`config.mk`:
```
export PLATFORM = sky130hd
export DESIGN_NAME = dav_delta_outputs
export DESIGN_NICKNAME = d
export VERILOG_FILES = /design/src/hdl/dav_pkg.sv /design/src/hdl/dav_delta_outputs.sv /design/src/hdl/dav_regfile.sv /design/src/hdl/dav_sat_scale.sv
export SDC_FILE = /design/constraint.sdc
export NUM_CORES = 2
export LEC_CHECK = 0
export BUFFER_PORTS_ARGS = -buffer_cell sky130_fd_sc_hd__buf_2
export CAP_MARGIN = 25
export CORE_ASPECT_RATIO = 1.25
export CORE_MARGIN = 5
export CORE_UTILIZATION = 32
export DETAILED_ROUTE_END_ITERATION = 10
export GPL_ROUTABILITY_DRIVEN = 0
export PLACE_DENSITY_LB_ADDON = 0.05
export SETUP_SLACK_MARGIN = 0.3
export SLEW_MARGIN = 20
export SYNTH_ARGS = -nofsm -noshare
export SYNTH_HDL_FRONTEND = slang
export SYNTH_SLANG_ARGS = --single-unit
export TNS_END_PERCENT = 30
```
`constraint.sdc`:
```
create_clock -name sys_clk_i -period 24.5 [get_ports sys_clk_i]
set_input_delay 3.675 -clock sys_clk_i [delete_from_list [all_inputs] [get_ports sys_clk_i]]
set_output_delay 3.675 -clock sys_clk_i [all_outputs]
set_load 0.005 [all_outputs]
```
`src/hdl/dav_pkg.sv`:
```
// constants shared by the delta angle / delta velocity output block
`default_nettype none
package dav_pkg;
    localparam int NUM_CH    = 4;
    localparam int NUM_WORDS = 8;
    localparam int RES_W     = 32;
    localparam int HALF_W    = 16;
    localparam int ADDR_W    = 7;
    localparam int GAIN_W    = 3;

    // byte addresses of the 16-bit result words
    localparam logic [6:0] OFS_X_ANG_LO = 7'h24;
    localparam logic [6:0] OFS_X_ANG_HI = 7'h26;
    localparam logic [6:0] OFS_Y_ANG_LO = 7'h28;
    localparam logic [6:0] OFS_Y_ANG_HI = 7'h2a;
    localparam logic [6:0] OFS_Z_ANG_LO = 7'h2c;
    localparam logic [6:0] OFS_Z_ANG_HI = 7'h2e;
    localparam logic [6:0] OFS_X_VEL_LO = 7'h30;
    localparam logic [6:0] OFS_X_VEL_HI = 7'h32;
    localparam logic [6:0] OFS_LAST     = 7'h33;

    localparam logic [15:0] WORD_RESET = 16'h0000;
    localparam logic [15:0] WORD_UNMAP = 16'h0000;
    localparam logic [15:0] DEC_RESET  = 16'h0000;

    // saturation limits of the 32-bit result
    localparam logic signed [31:0] RES_MAX = 32'sh7fffffff;
    localparam logic signed [31:0] RES_MIN = 32'sh80000000;

    // angle input unit is the widest range; narrower ranges scale up
    localparam logic [2:0] GAIN_360  = 3'h6;
    localparam logic [2:0] GAIN_720  = 3'h3;
    localparam logic [2:0] GAIN_2160 = 3'h1;
    localparam logic [2:0] GAIN_VEL  = 3'h1;

    typedef enum logic [1:0] {
        RANGE_360  = 2'b00,
        RANGE_720  = 2'b01,
        RANGE_2160 = 2'b10
    } dav_range_t;

    typedef enum logic {
        PH_IDLE = 1'b0,
        PH_LOAD = 1'b1
    } dav_phase_t;
endpackage
`default_nettype wire

```
`src/hdl/dav_delta_outputs.sv`:
```
// delta angle (x,y,z) and x delta velocity integration and output words
//
// How it works
// - angle high word is signed twos complement; zero rotation reads 0x0000.
// - low 16 bits of each 32-bit angle sit in a paired low word.
// - high word alone counts full scale over 2^15, saturating 7fff/8000.
// - 32-bit pair counts full scale over 2^31, saturating at the limits.
// - velocity is sum of sample plus predecessor over D, times 1/(2fs).
// - integrate undecimated samples over decimation setting plus one.
// - with the internal sample clock the integration rate is nominally 2000.
// - velocity high word spans +-400 m/sec, zero at 0x0000.
// - velocity low word holds extra bits forming a 32-bit value.
// - y and z axes use the same pair layout and scaling.
// - each result covers only the last update interval, not a total.
// - angles use the same trapezoid sum and length as velocity.
// - angle full scale is 360, 720 or 2160 degrees by range variant.
`default_nettype none
module dav_delta_outputs #(
    parameter int SAMP_W = 24,
    parameter int DEC_W  = 16
) (
    input  wire logic                          sys_clk_i,
    input  wire logic                          rst_i,
    input  wire logic                          sample_strobe_i,
    input  wire logic signed [SAMP_W-1:0]      gyro_x_i,
    input  wire logic signed [SAMP_W-1:0]      gyro_y_i,
    input  wire logic signed [SAMP_W-1:0]      gyro_z_i,
    input  wire logic signed [SAMP_W-1:0]      accel_x_i,
    input  wire logic [DEC_W-1:0]              decimation_setting_i,
    input  wire logic [1:0]                    range_sel_i,
    input  wire logic                          reg_rd_i,
    input  wire logic [dav_pkg::ADDR_W-1:0]    reg_addr_i,
    output logic [dav_pkg::HALF_W-1:0]         reg_rdata_o,
    output logic                               reg_rvalid_o,
    output logic                               sample_ready_pin_o
);
    // a sum of up to 2^DEC_W sample pairs never overflows
    localparam int ACC_W = SAMP_W + 1 + DEC_W;
    localparam int NCH   = dav_pkg::NUM_CH;

    logic signed [SAMP_W-1:0]        samp_w   [NCH];
    logic signed [SAMP_W-1:0]        prev_r   [NCH];
    logic signed [ACC_W-1:0]         pair_w   [NCH];
    logic signed [ACC_W-1:0]         acc_nxt  [NCH];
    logic signed [ACC_W-1:0]         acc_r    [NCH];
    logic signed [ACC_W-1:0]         hold_r   [NCH];
    logic [dav_pkg::GAIN_W-1:0]      gain_w   [NCH];
    logic signed [dav_pkg::RES_W-1:0] res_w   [NCH];

    logic [DEC_W-1:0]                cnt_r;
    logic [DEC_W-1:0]                cnt_nxt;
    logic [DEC_W-1:0]                dec_len_r;
    logic [1:0]                      range_r;
    logic                            last_w;
    logic [dav_pkg::GAIN_W-1:0]      ang_gain_w;
    dav_pkg::dav_phase_t             phase_r;
    dav_pkg::dav_phase_t             phase_nxt;

    // angle input unit is the 2160 degree scale per sample period;
    // narrower variants give more counts for the same rotation
    function automatic logic [dav_pkg::GAIN_W-1:0] gain_for(
        input logic [1:0] sel
    );
        logic [dav_pkg::GAIN_W-1:0] g;
        g = dav_pkg::GAIN_2160;
        unique case (sel)
            dav_pkg::RANGE_360:  g = dav_pkg::GAIN_360;
            dav_pkg::RANGE_720:  g = dav_pkg::GAIN_720;
            default:             g = dav_pkg::GAIN_2160;
        endcase
        return g;
    endfunction

    assign samp_w[0] = gyro_x_i;
    assign samp_w[1] = gyro_y_i;
    assign samp_w[2] = gyro_z_i;
    assign samp_w[3] = accel_x_i;

    assign ang_gain_w = gain_for(range_r);
    assign gain_w[0]  = ang_gain_w;
    assign gain_w[1]  = ang_gain_w;
    assign gain_w[2]  = ang_gain_w;
    assign gain_w[3]  = dav_pkg::GAIN_VEL;

    // D = setting + 1 samples: count runs 0 .. setting
    assign last_w  = sample_strobe_i && (cnt_r == dec_len_r);
    assign cnt_nxt = last_w ? '0 : cnt_r + 1'b1;

    // trapezoid: each sample paired with its predecessor
    genvar g;
    generate
        for (g = 0; g < NCH; g++) begin : g_ch
            assign pair_w[g]  = ACC_W'(samp_w[g]) + ACC_W'(prev_r[g]);
            assign acc_nxt[g] = acc_r[g] + pair_w[g];

            always_ff @(posedge sys_clk_i or posedge rst_i) begin
                if (rst_i) begin
                    prev_r[g] <= '0;
                    acc_r[g]  <= '0;
                    hold_r[g] <= '0;
                // one integration step per internal sample
                end else if (sample_strobe_i) begin
                    prev_r[g] <= samp_w[g];
                    if (last_w) begin
                        acc_r[g]  <= '0;
                        hold_r[g] <= acc_nxt[g];
                    end else begin
                        acc_r[g]  <= acc_nxt[g];
                    end
                end
            end

            // 1/(2 fs): fs is folded into the sample unit, the 2 here
            dav_sat_scale #(
                .IN_W   (ACC_W)
            ) u_scale (
                .sum_i  (hold_r[g]),
                .gain_i (gain_w[g]),
                .res_o  (res_w[g])
            );
        end
    endgenerate

    // setting takes effect from the next interval onward, range from the
    // result of the interval just ending, so one output never mixes two lengths or two scales
    always_ff @(posedge sys_clk_i or posedge rst_i) begin
        if (rst_i) begin
            cnt_r     <= '0;
            dec_len_r <= DEC_W'(dav_pkg::DEC_RESET);
            range_r   <= dav_pkg::RANGE_2160;
        end else if (sample_strobe_i) begin
            cnt_r <= cnt_nxt;
            if (last_w) begin
                dec_len_r <= decimation_setting_i;
                range_r   <= range_sel_i;
            end
        end
    end

    assign phase_nxt = last_w ? dav_pkg::PH_LOAD : dav_pkg::PH_IDLE;

    always_ff @(posedge sys_clk_i or posedge rst_i) begin
        if (rst_i) begin
            phase_r            <= dav_pkg::PH_IDLE;
            sample_ready_pin_o <= 1'b0;
        end else begin
            phase_r            <= phase_nxt;
            // ready rises on the edge that makes the new words readable
            sample_ready_pin_o <= (phase_r == dav_pkg::PH_LOAD);
        end
    end

    dav_regfile u_regs (
        .sys_clk_i (sys_clk_i),
        .rst_i     (rst_i),
        .load_i    (phase_r == dav_pkg::PH_LOAD),
        .word0_i   (res_w[0]),
        .word1_i   (res_w[1]),
        .word2_i   (res_w[2]),
        .word3_i   (res_w[3]),
        .rd_i      (reg_rd_i),
        .addr_i    (reg_addr_i),
        .rdata_o   (reg_rdata_o),
        .rvalid_o  (reg_rvalid_o)
    );
endmodule
`default_nettype wire

```
`src/hdl/dav_regfile.sv`:
```
// eight read-only 16-bit result words, loaded as one set
`default_nettype none
module dav_regfile (
    input  wire logic                          sys_clk_i,
    input  wire logic                          rst_i,
    input  wire logic                          load_i,
    input  wire logic [dav_pkg::RES_W-1:0]     word0_i,
    input  wire logic [dav_pkg::RES_W-1:0]     word1_i,
    input  wire logic [dav_pkg::RES_W-1:0]     word2_i,
    input  wire logic [dav_pkg::RES_W-1:0]     word3_i,
    input  wire logic                          rd_i,
    input  wire logic [dav_pkg::ADDR_W-1:0]    addr_i,
    output logic [dav_pkg::HALF_W-1:0]         rdata_o,
    output logic                               rvalid_o
);
    logic [dav_pkg::HALF_W-1:0] mem_r [dav_pkg::NUM_WORDS];
    logic [dav_pkg::RES_W-1:0]  word_w [dav_pkg::NUM_CH];
    logic [dav_pkg::ADDR_W-1:0] rel_w;
    logic [2:0]                 idx_w;
    logic                       hit_w;

    assign word_w[0] = word0_i;
    assign word_w[1] = word1_i;
    assign word_w[2] = word2_i;
    assign word_w[3] = word3_i;

    // both byte addresses of one 16-bit word select that same word
    assign rel_w = addr_i - dav_pkg::OFS_X_ANG_LO;
    assign idx_w = rel_w[3:1];
    assign hit_w = (addr_i >= dav_pkg::OFS_X_ANG_LO) &&
                   (addr_i <= dav_pkg::OFS_LAST);

    // every low and high word is written on the same edge
    always_ff @(posedge sys_clk_i or posedge rst_i) begin
        if (rst_i) begin
            for (int i = 0; i < dav_pkg::NUM_WORDS; i++) begin
                mem_r[i] <= dav_pkg::WORD_RESET;
            end
        end else if (load_i) begin
            for (int j = 0; j < dav_pkg::NUM_CH; j++) begin
                mem_r[2*j]   <= word_w[j][15:0];
                mem_r[2*j+1] <= word_w[j][31:16];
            end
        end
    end

    always_ff @(posedge sys_clk_i or posedge rst_i) begin
        if (rst_i) begin
            rdata_o  <= dav_pkg::WORD_UNMAP;
            rvalid_o <= 1'b0;
        end else begin
            rvalid_o <= rd_i;
            if (rd_i) begin
                rdata_o <= hit_w ? mem_r[idx_w] : dav_pkg::WORD_UNMAP;
            end
        end
    end
endmodule
`default_nettype wire

```
`src/hdl/dav_sat_scale.sv`:
```
// gain, halving and saturation of one integrated sum to 32 bits
`default_nettype none
module dav_sat_scale #(
    parameter int IN_W = 41
) (
    input  wire logic signed [IN_W-1:0]            sum_i,
    input  wire logic [dav_pkg::GAIN_W-1:0]        gain_i,
    output logic signed [dav_pkg::RES_W-1:0]       res_o
);
    localparam int PW = IN_W + dav_pkg::GAIN_W + 1;

    logic signed [PW-1:0] prod_w;
    logic signed [PW-1:0] half_w;
    logic signed [PW-1:0] max_w;
    logic signed [PW-1:0] min_w;
    logic                 ovf_pos_w;
    logic                 ovf_neg_w;

    assign prod_w = PW'(sum_i) * PW'($signed({1'b0, gain_i}));
    // the 1/2 of the trapezoid sum is applied here, after the gain
    assign half_w = prod_w >>> 1;
    assign max_w  = PW'(dav_pkg::RES_MAX);
    assign min_w  = PW'(dav_pkg::RES_MIN);
    assign ovf_pos_w = half_w > max_w;
    assign ovf_neg_w = half_w < min_w;
    assign res_o = ovf_pos_w ? dav_pkg::RES_MAX :
                   ovf_neg_w ? dav_pkg::RES_MIN :
                   half_w[dav_pkg::RES_W-1:0];
endmodule
`default_nettype wire

```
Yosys cells after proc, flatten, opt, wreduce, memory -nomap -nowiden
Index checks and enable logic that the tools add are counted.
{"block": "op_classes", "magnitude_cmp": 11, "mul": 3, "reduce_logical": 4, "muxes": 19, "eq_ne": 2, "bitwise_logic": 1, "add_sub_neg": 10}
{"op": "$mux W32", "n": 8}
{"op": "$add A41 B25 Y41", "n": 4}
{"op": "$mux W41", "n": 4}
{"op": "$mul A41 B4 Y45", "n": 3}
{"op": "$gt A44 B32 Y1 const B", "n": 3}
{"op": "$lt A44 B32 Y1 const B", "n": 3}
{"op": "$add A24 B24 Y25", "n": 4}
{"op": "$mux W16", "n": 4}
{"op": "$bmux W16 S3", "n": 1}
{"op": "$gt A40 B32 Y1 const B", "n": 1}
{"op": "$lt A40 B32 Y1 const B", "n": 1}
{"op": "$add A16 B1 Y16 const B", "n": 1}
{"op": "$eq A16 B16 Y1", "n": 1}
{"op": "$ge A7 B6 Y1 const B", "n": 1}
{"op": "$le A7 B6 Y1 const B", "n": 1}
{"op": "$pmux W3 S2", "n": 1}
{"op": "$ge A4 B4 Y1 const B", "n": 1}
{"op": "$not A3 Y4", "n": 1}
{"op": "$sub A4 B3 Y4 const B", "n": 1}
{"op": "$eq A2 B1 Y1 const B", "n": 1}
{"op": "$logic_and A1 B1 Y1", "n": 2}
{"op": "$logic_not A2 Y1", "n": 1}
{"op": "$reduce_and A2 Y1", "n": 1}
{"op": "$mux W1", "n": 1}
{"block": "word_totals", "out_inout_bits": 18, "inputBits": 125, "reg_bits": 605}

Longest topological paths before layout
{"block": "depth", "depth_word": 6, "mapped_depth": 25}

Cells and area by module
A second synthesis with hierarchy kept.
{"block": "hier_totals", "hier_cells": 6246, "hier_area_um2": 57193.6}
{"module": "dav_delta_outputs", "cells_each": 2677, "seq_area_each_um2": 11512.3, "n_inst": 1, "area_per_inst_um2": 28267.1}
{"module": "dav_regfile", "cells_each": 392, "seq_area_each_um2": 3628.5, "n_inst": 1, "area_per_inst_um2": 6447.4}
{"module": "dav_sat_scale (g_ch[1].u_scale)", "cells_each": 837, "seq_area_each_um2": 0.0, "n_inst": 1, "area_per_inst_um2": 5876.9}
{"module": "dav_sat_scale (g_ch[3].u_scale)", "cells_each": 789, "seq_area_each_um2": 0.0, "n_inst": 1, "area_per_inst_um2": 5646.7}
{"module": "dav_sat_scale (g_ch[2].u_scale)", "cells_each": 786, "seq_area_each_um2": 0.0, "n_inst": 1, "area_per_inst_um2": 5572.8}
{"module": "dav_sat_scale (g_ch[0].u_scale)", "cells_each": 765, "seq_area_each_um2": 0.0, "n_inst": 1, "area_per_inst_um2": 5382.7}

Worst setup path after synthesis
No wires, ideal clock.
{"block": "synth_timing", "path_type": "input to register", "startpoint": "in accel_x_i[5]", "endpoint": "reg acc_r[40] (netlist bit)", "t_required_ps": 24417, "path_buffers": 0, "setup_time_ps": 83, "path_stages": 15, "path_slack_ps": 17233, "t_arrival_ps": 7185, "path_cell_list": "fa_1 -> ha_1 -> a21oi_1 -> o211ai_1 -> o311ai_0 -> a31o_2 -> nand2b_1 -> o21ai_0 -> a221o_1 -> a311oi_1 -> o221ai_1 -> a21oi_1 -> xnor2_1 -> or3_1 -> o21ai_0"}
{"block": "synth_between", "elab_chain_len": 3}
{"item": "start: declaration", "line_no": "dav_delta_outputs.sv:28", "rtl": "input wire logic signed [SAMP_W-1:0] accel_x_i,"}
{"item": "$add A24 B24 Y25", "line_no": "dav_delta_outputs.sv:93", "rtl": "assign pair_w[g] = ACC_W'(samp_w[g]) + ACC_W'(prev_r[g]);"}
{"item": "$add A41 B25 Y41", "line_no": "dav_delta_outputs.sv:94", "rtl": "assign acc_nxt[g] = acc_r[g] + pair_w[g];"}
{"item": "$mux W41", "line_no": "dav_delta_outputs.sv:104", "rtl": "if (last_w) begin"}
{"item": "end signal: indexed assignment", "line_no": "dav_delta_outputs.sv:108", "rtl": "acc_r[g] <= acc_nxt[g];"}
{"item": "end: declaration", "line_no": "dav_delta_outputs.sv:45", "rtl": "logic signed [ACC_W-1:0] acc_r [NCH];"}
Every way passes these cells.
A chain may end at the register's enable or synchronous reset.

Final worst setup path
{"block": "layout_timing", "startpoint": "reg range_r[1]", "endpoint": "reg u_regs.mem_r[115] (netlist bit)"}
{"block": "layout_between", "elab_chain_len": 6}
{"item": "start: declaration", "line_no": "dav_delta_outputs.sv:53", "rtl": "logic [1:0] range_r;"}
{"item": "start signal: assignment", "line_no": "dav_delta_outputs.sv:130", "rtl": "range_r <= dav_pkg::RANGE_2160;"}
{"item": "start signal: assignment", "line_no": "dav_delta_outputs.sv:135", "rtl": "range_r <= range_sel_i;"}
{"item": "$eq A2 B1 Y1 / $logic_not A2 Y1 (equally long branches)", "line_no": "dav_delta_outputs.sv:66", "rtl": "unique case (sel)"}
{"item": "$pmux W3 S2 (*)", "line_no": "dav_delta_outputs.sv:66"}
{"item": "$mul A41 B4 Y45 (*)", "line_no": "dav_sat_scale.sv:19", "rtl": "assign prod_w = PW'(sum_i) * PW'($signed({1'b0, gain_i}));"}
{"item": "$lt A44 B32 Y1", "line_no": "dav_sat_scale.sv:25", "rtl": "assign ovf_neg_w = half_w < min_w;"}
{"item": "$mux W32", "line_no": "dav_sat_scale.sv:27", "rtl": "ovf_neg_w ? dav_pkg::RES_MIN :"}
{"item": "$mux W32 (*)", "line_no": "dav_sat_scale.sv:26", "rtl": "assign res_o = ovf_pos_w ? dav_pkg::RES_MAX :"}
{"item": "end signal: indexed assignment", "line_no": "dav_regfile.sv:37", "rtl": "mem_r[i] <= dav_pkg::WORD_RESET;"}
{"item": "end signal: indexed assignment", "line_no": "dav_regfile.sv:41", "rtl": "mem_r[2*j] <= word_w[j][15:0];"}
{"item": "end signal: indexed assignment", "line_no": "dav_regfile.sv:42", "rtl": "mem_r[2*j+1] <= word_w[j][31:16];"}
{"item": "end: declaration", "line_no": "dav_regfile.sv:16", "rtl": "logic [dav_pkg::HALF_W-1:0] mem_r [dav_pkg::NUM_WORDS];"}
Mark *: on every way between the ends. The rest lies on a longest branch, timed or not.

==> flow_summary.yaml <==
yosys:
  synth_top_cell_area_share: 0.3061
  synth_xor_area_frac: 0.05099
  synth-compound-area-share: 0.1695
  synth.distinct_cells: 85
  avgSynthCellArea_um2: 9.152
  yosys_warnings: 0
  synth_simple_gate_area_frac: 0.1455
  ys_seq_elements: 604
  synthAdderAreaFrac: 0.2234
  syn-num-nets: 6219
  ys_top_cells_by_count: "inv_1 (606), dfrtp_1 (603), nand2_1 (587)"
  syn_area_mm2: 0.04929
  seq_area_frac_synth: 0.3066
  synth_mux_area_frac: 0.04048
  synth_top_family_by_area: "adder cells"
  ys_async_sr_fraction: 1.000
  netlist_instances: 5386
  ys.flop_type: "dfrtp_1"
  synthTopCellsByArea: "dfrtp_1 (31%), fa_1 (12%), ha_1 (11%)"
  yosysMostFrequentCell: "inv_1"
  yosysTopAreaCell: "dfrtp_1"
  synth-edff-count: 0
worst_setup_path:
  crit_path_end_kind: "flop"
  max_stage_delay_ns: 0.83
  crit_fanout: 80
  crit_arrival_ns: 8.37
  cp.required_ns: 25.14
  start_kind: "flop"
  r2r-end: "u_regs.mem_r[115]"
  r2r-start: "range_r[1]"
  reg2reg_slack_ns: 16.77
  cp_cell_sequence: "nor2_4, buf_4, and2_1, ha_1, fa_1, inv_1, fa_1, nor2b_1, o211ai_1, a21boi_0, nor3_1, o31a_1, a211o_1, and2_1, a211oi_1, or4bb_1, nor4_4, a21o_1, a21boi_0, mux2_2"
  slowest_stage: "buf_4"
  crit_type: "reg -> reg"
  reg2reg_depth: 20
flow_run:
  drv_cap: 0
clocking:
  cts_setup_buffers: 0
  postCtsHoldBufs: 0
  cts_resized: 0
  cts_tree: "built"
  cts_max_path_buffers: 3
  htree_levels: 3
  numClockSinks: 604
  cts_buffers: 78
  clkTransAtPathRegs_ns: 0.06
  clockRootBuffer: "clkbuf_16"
  clk-insertion-delay-late_ns: 0.71
timing:
  whs_ns: 0.4758
  max-slew-margin-rel: 0.3026
  finalClockSkew_ns: 0.04662
  min_period_ns: 7.727
  worst_slew_pin_slew_ns: 1.046
  tns_ns: 0
  timing.final.hold_violations: 0
  timing.fmax_mhz: 129.4
  min_period_over_period: 0.3154
  setup_slack_ns: 16.77
  finalSetupViolations: 0
  rsz0062_at_grt: "false"
  slew_viol_final: 0
floorplan:
  core_mm2: 0.1537
  die_area_mm2: 0.1620
  rows: 161
  die_y_um: 448.8
  io_pins: 143
  start_util: 0.3207
  dieWidth_um: 361.1
pwr:
  p_sw_frac: 0.4907
  p_comb_frac: 0.634
  p_seq_frac: 0.215
  p_sw_mw: 3.982
  power.density_mw_per_mm2: 147.9
  clock_power_share: 0.151
  ir_drop_mv: 0.07897
  leakage_nw: 26.44
  p_int_mw: 4.132
routing:
  wl_um: 141700
  drc: 0
  ant_nets: 0
  drt_iter0_drc: 1704
  drt-wirelength-per-cell_um: 18.82
  vias: 37130
  vias_per_cell: 4.931
  firstDrtPassIters: 5
placed_design:
  hpwl_um: 107400
  io_buffers: 142
  dp_slack_ns: 16.22
run_status:
  status: "complete, no violations"
worst_hold_path:
  min_to: "u_regs.mem_r[111]"
  hp-class: "reg -> reg"
  hp-start: "u_regs.mem_r[111]"
  whs_path_depth: 1
finish:
  num-nets-final: 6261
  syn_to_final_growth_pct: 11.31
  drive_gt1_frac: 0.09180
global_routing:
  track_usage: 0.1756
  grt_pass1_vias: 39400
  gr-total-overflow: 0
  antenna_found_initial: 3
  grt_max_degree: 155
  grt_pass1_wl_um: 227900
cell type report:
class,instances,area [µm²]
multi-input cells,3951,31110
fillers,15970,98830
inverters,608,2295
repair buffers,185,1065
well taps,2037,2549
clock buffers,101,2190
diodes,2,5.005
clock inverters,41,534.3
flip-flops and latches,604,15120
how the worst max path moves through the flow:
| stage | from | end | slack (ns) |
|---|---|---|---|
| 3_5_place_dp | gyro_x_i[2] | acc_r[163] | 16.22 |
| 4_1_cts | range_r[0] | u_regs.mem_r[121] | 16.70 |
| 5_1_grt | range_r[1] | u_regs.mem_r[115] | 16.32 |
| 2_1_floorplan | rst_i | acc_r[0] | 3.92 |
| 6_report | range_r[1] | u_regs.mem_r[115] | 16.77 |
| 3_3_place_gp | gyro_x_i[2] | acc_r[163] | 16.28 |
power by group through the flow:
stage | combinational, mW | clock [mW] | sequential [mW]
6_report | 5.14 | 1.23 | 1.74
5_1_grt | 5.88 | 1.32 | 1.80
4_1_cts | 5.26 | 1.28 | 1.76
3_5_place_dp | 5.23 | 0 | 1.77
3_3_place_gp | 5.24 | 0 | 1.77
2_1_floorplan | 3.86 | 0 | 1.61
placed cells by master, fill, tap and decap left out, types with 122 or more instances in the layout:
cell type / n
o2bb2ai_1: 122
dfrtp_1: 602
a21oi_1: 375
o21ai_0: 309
xnor2_1: 159
a21o_1: 165
inv_1: 605
nor2b_1: 152
and2_1: 154
nand2_1: 586
xor2_1: 128
ha_1: 421
nor2_1: 294
fa_1: 287
buf_2: 141
state kept, by name, summed over array words and instances (netlist names):
| signal | flops |
|---|---|
| u_regs.rvalid_o | 1 |
| dec_len_r | 16 |
| range_r | 2 |
| hold_r | 163 |
| prev_r | 96 |
| phase_r | 1 |
| acc_r | 164 |
| sample_ready_pin_o | 1 |
| cnt_r | 16 |
| u_regs.rdata_o | 16 |
| u_regs.mem_r | 128 |
critical path, delay by kind of cell, from the launching register on:
kind                       cells  cell delay [ns]
adders and majority gates      3             1.27
buffers and inverters          2             0.89
and+or+nand+nor                7             2.45
AOI/OAI and AO/OA              7             2.24
muxes                          1             0.17
DFF                            1             0.58
logic make-up (layout without fill, tap and decap cells):
family | Yosys count | after routing
and+or+nand+nor | 1509 | 1509
AOI/OAI and AO/OA | 1300 | 1300
buffers and inverters | 831 | 935
adders and majority gates | 708 | 708
DFF | 604 | 604
xor gates and xnor gates | 287 | 287
muxes | 147 | 147
other | 0 | 2
through the flow:
step | utilization | cell area, µm² | std cells | total power [mW]
2_1_floorplan | - | 49290 | 5386 | 5.466
3_3_place_gp | 0.3392 | 52140 | 7385 | 7.009
3_5_place_dp | 0.3392 | 52140 | 7385 | 6.999
4_1_cts | 0.3569 | 54860 | 7527 | 8.306
5_1_grt | 0.3570 | 54870 | 7528 | 9.000
6_report | 0.3570 | 54870 | 7529 | 8.114
layer usage:
metal / vias up / track usage / routed length, µm
met5: - / 0 / 0
met4: 0 / 0.04177 / 2874
met3: 126 / 0.02608 / 4752
met2: 390 / 0.3069 / 70100
met1: 18240 / 0.2287 / 63980
li1: 18380 / - / -
Note: power is estimated with default switching activity, not from simulation.
